--- src/hw/ata_cmd_map.svh ---
/*
 * Task-file offsets, opcodes, subcommand codes, field positions and reset values of the command handler.
 * Assumes it is included by bare name from the package, the command handler and the testbench.
 */
`ifndef ATA_CMD_MAP_SVH
`define ATA_CMD_MAP_SVH

`define TF_DATA          3'h0
`define TF_FEATURE       3'h1
`define TF_SECCOUNT      3'h2
`define TF_SECNUM        3'h3
`define TF_CYL_LO        3'h4
`define TF_CYL_HI        3'h5
`define TF_DEVHEAD       3'h6
`define TF_COMMAND       3'h7

`define OP_SET_MAX       8'hf9
`define OP_SET_MULT      8'hc6
`define OP_SLEEP_A       8'he6
`define OP_SLEEP_B       8'h99
`define OP_SMART         8'hb0

`define SMART_KEY_LO     8'h4f
`define SMART_KEY_HI     8'hc2
`define SUB_READ_VALUES  8'hd0
`define SUB_READ_THRESH  8'hd1
`define SUB_FIRST        8'hd0
`define SUB_LAST_LOW     8'hd6
`define SUB_FIRST_HIGH   8'hd8
`define SUB_LAST         8'hdb
`define SUB_READ_LOG     8'hd5
`define SUB_WRITE_LOG    8'hd6

`define DH_LBA_BIT       6
`define DH_DEV_BIT       4
`define ERR_ABORT_BIT    2

`define CHS_MAX_SECTOR   8'h3f
`define CHS_MAX_HEAD     4'hf

`define BLOCK_RESET      5'h00
`define BLOCK_2          5'h02
`define BLOCK_4          5'h04
`define BLOCK_8          5'h08
`define BLOCK_16         5'h10

`define XFER_LAST        8'hff
`define BYTE_ZERO        8'h00
`define WORD_ZERO        16'h0000

`endif

--- src/hw/ata_cmd_pkg.sv ---
/*
 * Types shared by the command handler: task-file address and the one-hot control states.
 * Assumes the map header is on the include path.
 */
`include "ata_cmd_map.svh"

package ata_cmd_pkg;

    typedef logic [2:0] reg_addr_t;

    typedef enum logic [5:0] {
        st_idle  = 6'h01,
        st_flush = 6'h02,
        st_spin  = 6'h04,
        st_sleep = 6'h08,
        st_work  = 6'h10,
        st_xfer  = 6'h20
    } state_t;

endpackage : ata_cmd_pkg

--- src/hw/ata_command_handler.sv ---
/*
 * Task-file command handler: set-max-address return, block size, sleep and self-monitoring dispatch.
 * Assumes synchronous host strobes, a media engine answering its requests, and an attribute source.
 */
// Behaviour
// - Addressing bit picks sector or block addressing.
// - Drive bit picks master or slave drive.
// - Block mode returns max address across four fields.
// - Sector mode returns cylinder, sector 63, head 15.
// - Opcode C6h sets block size from count.
// - Hardware reset leaves block size zero, multiple disabled.
// - Only sizes 0,2,4,8,16; zero disables.
// - Invalid size aborts and disables multiple.
// - Only sleep opcodes enter sleep.
// - Sleep flushes cache, interrupts, then spins down.
// - Only software or hardware reset leaves sleep.
// - Already spun down skips spin down.
// - Device decodes the listed monitoring subcommands.
// - Attribute read: busy, save, data request, interrupt.
// - Threshold read: busy, fetch, data request, interrupt.
`timescale 1ns/10ps
`default_nettype none
`include "ata_cmd_map.svh"

module ata_command_handler (
    input  wire logic                  clock,
    input  wire logic                  nrst,
    input  wire logic                  is_slave,
    input  wire logic                  host_wr,
    input  wire logic                  host_rd,
    input  wire ata_cmd_pkg::reg_addr_t host_addr,
    input  wire logic [7:0]            host_wdata,
    output logic      [15:0]           host_rdata,
    input  wire logic                  soft_reset,
    output logic                       intrq,
    output logic                       multiple_enabled,
    output logic      [4:0]            block_size,
    output logic                       flush_req,
    input  wire logic                  flush_done,
    output logic                       spin_req,
    input  wire logic                  spun_down,
    output logic                       media_req,
    output logic                       media_kind,
    input  wire logic                  media_done,
    input  wire logic [27:0]           max_lba,
    input  wire logic [15:0]           max_cyl,
    input  wire logic                  attr_valid,
    output logic                       attr_ready,
    input  wire logic [15:0]           attr_data
);
    import ata_cmd_pkg::*;

    ////////////////////////////////////////////////////////////////////////////////
    // Task-file state.

    state_t      state;
    state_t      next_state;
    logic [7:0]  feature;
    logic [7:0]  seccount;
    logic [7:0]  secnum;
    logic [7:0]  cyl_lo;
    logic [7:0]  cyl_hi;
    logic [7:0]  devhead;
    logic        abort_error_flag;
    logic        next_abort;
    logic [7:0]  word_count;
    logic        fifo_valid;
    logic [15:0] fifo_data;

    ////////////////////////////////////////////////////////////////////////////////
    // Decode.

    wire        sleeping       = (state == st_sleep);
    wire        idle           = (state == st_idle);
    wire        busy           = (state == st_flush) || (state == st_spin) || (state == st_work);
    wire        drq            = (state == st_xfer);
    wire        dev_match      = (devhead[`DH_DEV_BIT] == is_slave);
    wire        lba_mode       = devhead[`DH_LBA_BIT];
    wire        tf_wr          = host_wr && !sleeping && idle;
    wire        cmd_wr         = tf_wr && dev_match && (host_addr == `TF_COMMAND);
    wire [7:0]  opcode         = host_wdata;
    wire        op_set_max     = cmd_wr && (opcode == `OP_SET_MAX);
    wire        op_set_mult    = cmd_wr && (opcode == `OP_SET_MULT);
    wire        op_sleep       = cmd_wr && ((opcode == `OP_SLEEP_A) || (opcode == `OP_SLEEP_B));
    wire        op_smart       = cmd_wr && (opcode == `OP_SMART);
    wire        op_other       = cmd_wr && !op_set_max && !op_set_mult && !op_sleep && !op_smart;
    wire        size_ok        = (seccount == {3'h0, `BLOCK_RESET}) || (seccount == {3'h0, `BLOCK_2}) ||
                                 (seccount == {3'h0, `BLOCK_4}) || (seccount == {3'h0, `BLOCK_8}) ||
                                 (seccount == {3'h0, `BLOCK_16});
    wire        key_ok         = (cyl_lo == `SMART_KEY_LO) && (cyl_hi == `SMART_KEY_HI);
    wire        sub_listed     = ((feature >= `SUB_FIRST) && (feature <= `SUB_LAST_LOW)) ||
                                 ((feature >= `SUB_FIRST_HIGH) && (feature <= `SUB_LAST));
    wire        sub_read       = (feature == `SUB_READ_VALUES) || (feature == `SUB_READ_THRESH);
    wire        sub_log        = (feature == `SUB_READ_LOG) || (feature == `SUB_WRITE_LOG);
    wire        smart_read     = op_smart && key_ok && sub_read;
    wire        smart_plain    = op_smart && key_ok && sub_listed && !sub_read && !sub_log;
    wire        smart_bad      = op_smart && !smart_read && !smart_plain;
    wire        flush_end      = (state == st_flush) && flush_done;
    wire        data_pop       = drq && host_rd && (host_addr == `TF_DATA) && fifo_valid;
    wire        xfer_end       = data_pop && (word_count == `XFER_LAST);
    wire        irq_set        = op_set_max || op_set_mult || op_other || op_smart && !smart_read ||
                                 flush_end || ((state == st_work) && media_done);
    wire        irq_clr        = cmd_wr || (host_rd && (host_addr == `TF_COMMAND)) || soft_reset;
    wire        seek_complete_flag  = !sleeping;
    wire        corrected_data_flag = 1'b0;
    wire        index_flag          = 1'b0;
    wire [7:0]  error_reg      = {5'h00, abort_error_flag, 2'h0};
    wire [7:0]  status_reg     = {busy, !busy && !sleeping, 1'b0, seek_complete_flag, drq,
                                  corrected_data_flag, index_flag, abort_error_flag};

    assign flush_req        = (state == st_flush);
    assign spin_req         = (state == st_spin);
    assign media_req        = (state == st_work);
    assign multiple_enabled = (block_size != `BLOCK_RESET);

    ////////////////////////////////////////////////////////////////////////////////
    // Control state machine.

    always_comb begin
        next_state = state;
        unique case (state)
            st_idle: begin
                // sleep entry only on sleep opcodes.
                if (op_sleep) begin
                    next_state = st_flush;
                end else if (smart_read) begin
                    next_state = st_work;
                end
            end
            st_flush: begin
                // flush, then interrupt; skip spin when already down.
                if (flush_done) begin
                    next_state = spun_down ? st_sleep : st_spin;
                end
            end
            st_spin: begin
                if (spun_down) begin
                    next_state = st_sleep;
                end
            end
            st_sleep: begin
                next_state = st_sleep;
            end
            st_work: begin
                // busy until the media work ends, then data request.
                if (media_done) begin
                    next_state = st_xfer;
                end
            end
            st_xfer: begin
                if (xfer_end) begin
                    next_state = st_idle;
                end
            end
            default: begin
                next_state = st_idle;
            end
        endcase
    end

    always_ff @(posedge clock) begin
        if (!nrst || soft_reset) begin
            state <= st_idle;
        end else begin
            state <= next_state;
        end
    end

    ////////////////////////////////////////////////////////////////////////////////
    // Task-file registers.

    always_ff @(posedge clock) begin
        if (!nrst) begin
            feature  <= `BYTE_ZERO;
            seccount <= `BYTE_ZERO;
        end else if (tf_wr && host_addr == `TF_FEATURE) begin
            feature  <= host_wdata;
        end else if (tf_wr && host_addr == `TF_SECCOUNT) begin
            seccount <= host_wdata;
        end
    end

    always_ff @(posedge clock) begin
        if (!nrst) begin
            secnum  <= `BYTE_ZERO;
            cyl_lo  <= `BYTE_ZERO;
            cyl_hi  <= `BYTE_ZERO;
            devhead <= `BYTE_ZERO;
        end else if (op_set_max && lba_mode) begin
            secnum       <= max_lba[7:0];
            cyl_lo       <= max_lba[15:8];
            cyl_hi       <= max_lba[23:16];
            devhead[3:0] <= max_lba[27:24];
        end else if (op_set_max) begin
            secnum       <= `CHS_MAX_SECTOR;
            cyl_lo       <= max_cyl[7:0];
            cyl_hi       <= max_cyl[15:8];
            devhead[3:0] <= `CHS_MAX_HEAD;
        end else if (tf_wr) begin
            if (host_addr == `TF_SECNUM) begin
                secnum <= host_wdata;
            end
            if (host_addr == `TF_CYL_LO) begin
                cyl_lo <= host_wdata;
            end
            if (host_addr == `TF_CYL_HI) begin
                cyl_hi <= host_wdata;
            end
            if (host_addr == `TF_DEVHEAD) begin
                devhead <= host_wdata;
            end
        end
    end

    always_ff @(posedge clock) begin
        if (!nrst) begin
            block_size <= `BLOCK_RESET;
        end else if (op_set_mult) begin
            // take the count or disable on a bad size.
            block_size <= size_ok ? seccount[4:0] : `BLOCK_RESET;
        end
    end

    assign next_abort = (op_set_mult && !size_ok) || op_other || smart_bad;

    always_ff @(posedge clock) begin
        if (!nrst || soft_reset) begin
            abort_error_flag <= 1'b0;
        end else if (cmd_wr) begin
            abort_error_flag <= next_abort;
        end
    end

    // Set wins over clear so a completion in a status-read cycle still interrupts.
    always_ff @(posedge clock) begin
        if (!nrst) begin
            intrq <= 1'b0;
        end else begin
            intrq <= irq_set || (intrq && !irq_clr);
        end
    end

    ////////////////////////////////////////////////////////////////////////////////
    // Attribute block transfer and host reads.

    // count the 256 words of one block.
    always_ff @(posedge clock) begin
        if (!nrst || state == st_work) begin
            word_count <= `BYTE_ZERO;
        end else if (data_pop) begin
            word_count <= word_count + 8'h01;
        end
    end

    sector_fifo #(
        .WIDTH (16),
        .DEPTH (16)
    ) u_fifo (
        .clock     (clock),
        .nrst      (nrst),
        .in_valid  (attr_valid),
        .in_ready  (attr_ready),
        .in_data   (attr_data),
        .out_valid (fifo_valid),
        .out_ready (data_pop),
        .out_data  (fifo_data)
    );

    assign media_kind = (feature == `SUB_READ_THRESH);

    wire [7:0]  tf_byte = (host_addr == `TF_FEATURE)  ? error_reg :
                          (host_addr == `TF_SECCOUNT) ? seccount :
                          (host_addr == `TF_SECNUM)   ? secnum :
                          (host_addr == `TF_CYL_LO)   ? cyl_lo :
                          (host_addr == `TF_CYL_HI)   ? cyl_hi :
                          (host_addr == `TF_DEVHEAD)  ? devhead : status_reg;
    wire [15:0] rd_mux  = (sleeping || !dev_match) ? `WORD_ZERO :
                          (host_addr == `TF_DATA)     ? fifo_data : {`BYTE_ZERO, tf_byte};

    always_ff @(posedge clock) begin
        if (!nrst) begin
            host_rdata <= `WORD_ZERO;
        end else if (host_rd) begin
            host_rdata <= rd_mux;
        end
    end
endmodule : ata_command_handler

`default_nettype wire

--- src/hw/sector_fifo.sv ---
/*
 * Small synchronous FIFO with valid and ready on both sides.
 * Assumes a single clock and a synchronous active-low reset.
 */
`timescale 1ns/10ps
`default_nettype none

module sector_fifo #(
    parameter int WIDTH = 16,
    parameter int DEPTH = 16
) (
    input  wire logic             clock,
    input  wire logic             nrst,
    input  wire logic             in_valid,
    output logic                  in_ready,
    input  wire logic [WIDTH-1:0] in_data,
    output logic                  out_valid,
    input  wire logic             out_ready,
    output logic      [WIDTH-1:0] out_data
);

    localparam int AW = $clog2(DEPTH);

    logic [WIDTH-1:0] mem [DEPTH];
    logic [AW:0]      wr_ptr;
    logic [AW:0]      rd_ptr;
    wire              push = in_valid && in_ready;
    wire              pop  = out_valid && out_ready;
    wire [AW:0]       next_rd = rd_ptr + (AW+1)'(pop);

    // Extra pointer bit tells full from empty.
    assign in_ready  = !((wr_ptr[AW] != rd_ptr[AW]) && (wr_ptr[AW-1:0] == rd_ptr[AW-1:0]));
    assign out_valid = (wr_ptr != rd_ptr);

    // Head word is registered; a word written into the slot read next is passed straight through.
    always_ff @(posedge clock) begin
        if (!nrst) begin
            out_data <= '0;
        end else if (push && (wr_ptr[AW-1:0] == next_rd[AW-1:0])) begin
            out_data <= in_data;
        end else begin
            out_data <= mem[next_rd[AW-1:0]];
        end
    end

    always_ff @(posedge clock) begin
        if (push) begin
            mem[wr_ptr[AW-1:0]] <= in_data;
        end
    end

    always_ff @(posedge clock) begin
        if (!nrst) begin
            wr_ptr <= '0;
            rd_ptr <= '0;
        end else begin
            wr_ptr <= wr_ptr + (AW+1)'(push);
            rd_ptr <= rd_ptr + (AW+1)'(pop);
        end
    end

endmodule : sector_fifo

`default_nettype wire

--- config.mk ---
export PLATFORM = sky130hd
export DESIGN_NAME = ata_command_handler
export DESIGN_NICKNAME = d
export VERILOG_FILES = /design/src/hw/ata_cmd_pkg.sv /design/src/hw/ata_command_handler.sv /design/src/hw/sector_fifo.sv
export VERILOG_INCLUDE_DIRS = /design/src /design/src/hw
export SDC_FILE = /design/constraint.sdc
export NUM_CORES = 1
export LEC_CHECK = 0
export ABC_AREA = 1
export BUFFER_PORTS_ARGS = -buffer_cell sky130_fd_sc_hd__buf_2
export CORE_MARGIN = 2
export CORE_UTILIZATION = 30
export CTS_CLUSTER_SIZE = 8
export DETAILED_ROUTE_END_ITERATION = 12
export HOLD_SLACK_MARGIN = 0.05
export PLACE_DENSITY_LB_ADDON = 0.05
export SYNTH_ARGS = -nofsm -noshare
export SYNTH_HDL_FRONTEND = slang
export SYNTH_SLANG_ARGS = --single-unit
--- constraint.sdc ---
create_clock -name clock -period 5.69 [get_ports clock]
set_clock_uncertainty 0.1 [all_clocks]
set_input_delay 0.8535 -clock clock [delete_from_list [all_inputs] [get_ports clock]]
set_output_delay 0.8535 -clock clock [all_outputs]
set_load 0.1 [all_outputs]
==> impl_metrics.env <==
export IMPL_numCtsBuffers=52
export IMPL_finalWeightedCongestion=0.829
export IMPL_start_kind="register"
export IMPL_seq_power_share=0.480
export IMPL_clock_sinks=367
export IMPL_crit_path_end_kind="register"
export IMPL_postCtsSetupRepairBufs=0
export IMPL_rows=83
export IMPL_hp_class="register to register"
export IMPL_p_sw_frac=0.232
export IMPL_vdd_ir_drop_max_uv=228
export IMPL_gr_usage_all_layers=0.180
export IMPL_combPwrFrac=0.045
export IMPL_wl_um=48600
export IMPL_grt_setup_unrepaired="no"
export IMPL_drc=0
export IMPL_wl_per_cell_um=21.8
export IMPL_setup_ws_ps=1780
export IMPL_maxCapViolCount=0
export IMPL_worst_slew_pin_slew_ps=907
export IMPL_grt_pass1_wl_um=71500
export IMPL_antenna_found_initial=5
export IMPL_fin_util=0.359
export IMPL_cts_hold_buffers=0
export IMPL_layout_drive_gt1_share=0.162
export IMPL_yosys_top_cells_area="edfxtp_1 49%, dfxtp_1 14%, nor2_1 4.2%"
export IMPL_synth_edff_count=256
export IMPL_hold_viol_final=0
export IMPL_setup_violations=0
export IMPL_synthFlopType="edfxtp_1"
export IMPL_status="finished, final reports clean"
export IMPL_yosysTopAreaCell="edfxtp_1"
export IMPL_synth_cells=1404
export IMPL_ys_top_cells_by_count="256 x edfxtp_1, 175 x nor2_1, 161 x nand2_1, 122 x o21ai_0, 111 x dfxtp_1"
export IMPL_antennaDiodeCount=0
export IMPL_hpwlAfterDp_um=30500
export IMPL_globalRouteOverflowTotal=0
export IMPL_ant_nets=0
export IMPL_clk_latency_ps=620
export IMPL_cell_internal_pwr_uw=4700
export IMPL_crit_fanout=22
export IMPL_worstPathArrival_ps=4330
export IMPL_holdWs_ps=360
export IMPL_syn_to_final_growth_pct=18.4
export IMPL_synth_nets=1490
export IMPL_avgViaCountPerCell=4.98
export IMPL_fin_nets=1601
export IMPL_p_clk_frac=0.474
export IMPL_fin_cells=2235
export IMPL_cts_max_level=2
export IMPL_clk_pin_slew_worst_paths_ps=50
export IMPL_initial_core_util=0.303
export IMPL_synth_most_common_cell="edfxtp_1"
export IMPL_finalCriticalPeriod_ps=3910
export IMPL_fmax_ghz=0.256
export IMPL_place_ws_ps=1290
export IMPL_cp_required_ps=6110
export IMPL_vias=11140
export IMPL_core_area_um2=51400
export IMPL_cts_buffer_depth=3
export IMPL_ys_seq_area_frac=0.635
export IMPL_grt_pass1_vias=10873
export IMPL_period_share=0.688
export IMPL_async_reset_ff_frac=0
export IMPL_root_buffer="clkbuf_16"
export IMPL_crit_type="register to register"
export IMPL_syn_area_um2=15600
export IMPL_yosysWarnings=0
export IMPL_slew_headroom=0.394
export IMPL_switchingPower_uw=1420
export IMPL_die_area_um2=53800
export IMPL_drtPass1Iterations=4
export IMPL_ctsResizeCount=0
export IMPL_boundaryPins=109
export IMPL_avgSynthCellArea_um2=11.1
export IMPL_first_iter_violations=710
export IMPL_grt_start_max_net_pins=96
export IMPL_die_width_um=232
export IMPL_portBuffers=108
export IMPL_finalMaxSlewViolations=0
export IMPL_cts_tree="yes"
export IMPL_powerDensity_nw_per_um2=332
export IMPL_yosysUniqueCellTypes=55
export IMPL_ys_ff_latch=367
export IMPL_die_y_um=232
export IMPL_tns_ps=0
export IMPL_leakage_uw=0.00637
export IMPL_place_inst=2141
export IMPL_yosysTopAreaCellShare=0.493
area by class of cell:
class	instances	area [µm²]
Fill cell	5186	32900
Clock buffer	90	1440
Inverter	87	328
Tap cell	680	851
Sequential cell	367	9910
Multi-Input combinational cell	877	5130
Timing Repair Buffer	130	718
Clock inverter	4	88.8
cells in the final DEF (no fill, tap or decap), drive strengths merged, types with 5 or more instances in the layout:
| master | count |
|---|---|
| a31oi | 31 |
| mux2i | 64 |
| a22oi | 8 |
| buf | 130 |
| nor3 | 11 |
| o21ai | 125 |
| xor2 | 8 |
| nor4 | 7 |
| a21oi | 47 |
| o211ai | 22 |
| a211oi | 20 |
| nand2 | 165 |
| nand3 | 80 |
| nor2 | 186 |
| o221ai | 64 |
| dfxtp | 111 |
| clkinv | 7 |
| ha | 5 |
| inv | 84 |
| or2 | 6 |
| edfxtp | 256 |
| clkbuf | 90 |
| nand4 | 12 |
worst paths after layout:
| check | startpoint | endpoint | slack [ps] | cells past startpoint |
|---|---|---|---|---|
| setup / recovery | u_fifo.wr_ptr[2] | u_fifo.out_data[3] | 1780 | 16 |
| hold / removal | devhead[0] | devhead[0] | 360 | 2 |
| setup reg to reg | u_fifo.wr_ptr[2] | u_fifo.out_data[3] | 1780 | 16 |
| hold reg to reg | devhead[0] | devhead[0] | 360 | 2 |
metal layers:
layer | GRT usage | part of all wire | vias up
met5 | 0 | 0.0013 | -
li1 | - | - | 5366
met3 | 0.0388 | 0.051 | 95
met1 | 0.243 | 0.46 | 5389
met2 | 0.286 | 0.45 | 280
met4 | 0.0653 | 0.034 | 10
flip-flops by register name, indices dropped and copies added (netlist names):
name	flops
u_fifo.mem	256
host_rdata	16
u_fifo.out_data	16
cyl_hi	8
cyl_lo	8
devhead	8
feature	8
seccount	8
secnum	8
word_count	8
state	6
block_size	5
u_fifo.rd_ptr	5
u_fifo.wr_ptr	5
abort_error_flag	1
intrq	1
critical path: stages (launching register included):
cell      delay [ps]
dfxtp_1          520
xor2_1           110
nor2_1           190
nand3_1          170
nand2_4          130
clkinv_2         110
ha_4             190
ha_4             170
xnor2_4          470
buf_4            430
nand2_1           90
nand3_1          100
nor3_1            50
nand2_1          340
buf_4            360
o21ai_0          110
a31oi_1          190
power groups by stage:
stage	clock, µW	combinational (µW)	sequential, µW
detailed placement	0	281	3000
global placement	0	280	3000
finish	2900	277	2940
global route	3110	310	2940
CTS	2990	282	2940
floorplan	0	134	2990
cell families after synthesis:
| kind of cell | share of synthesized area |
|---|---|
| buf+inv | 0.0420 |
| xor+xnor | 0.00770 |
| flops | 0.635 |
| simple gates | 0.135 |
| fa+ha+maj | 0.00401 |
| mux | 0.0411 |
| compound gates | 0.135 |
stage by stage:
stage / instance area (µm²) / power (µW)
floorplan: 15600 / 3130
global placement: 16900 / 3280
detailed placement: 16900 / 3280
CTS: 18500 / 6220
global route: 18500 / 6360
finish: 18500 / 6120
No activity file was read; power rests on OpenSTA's default activity.
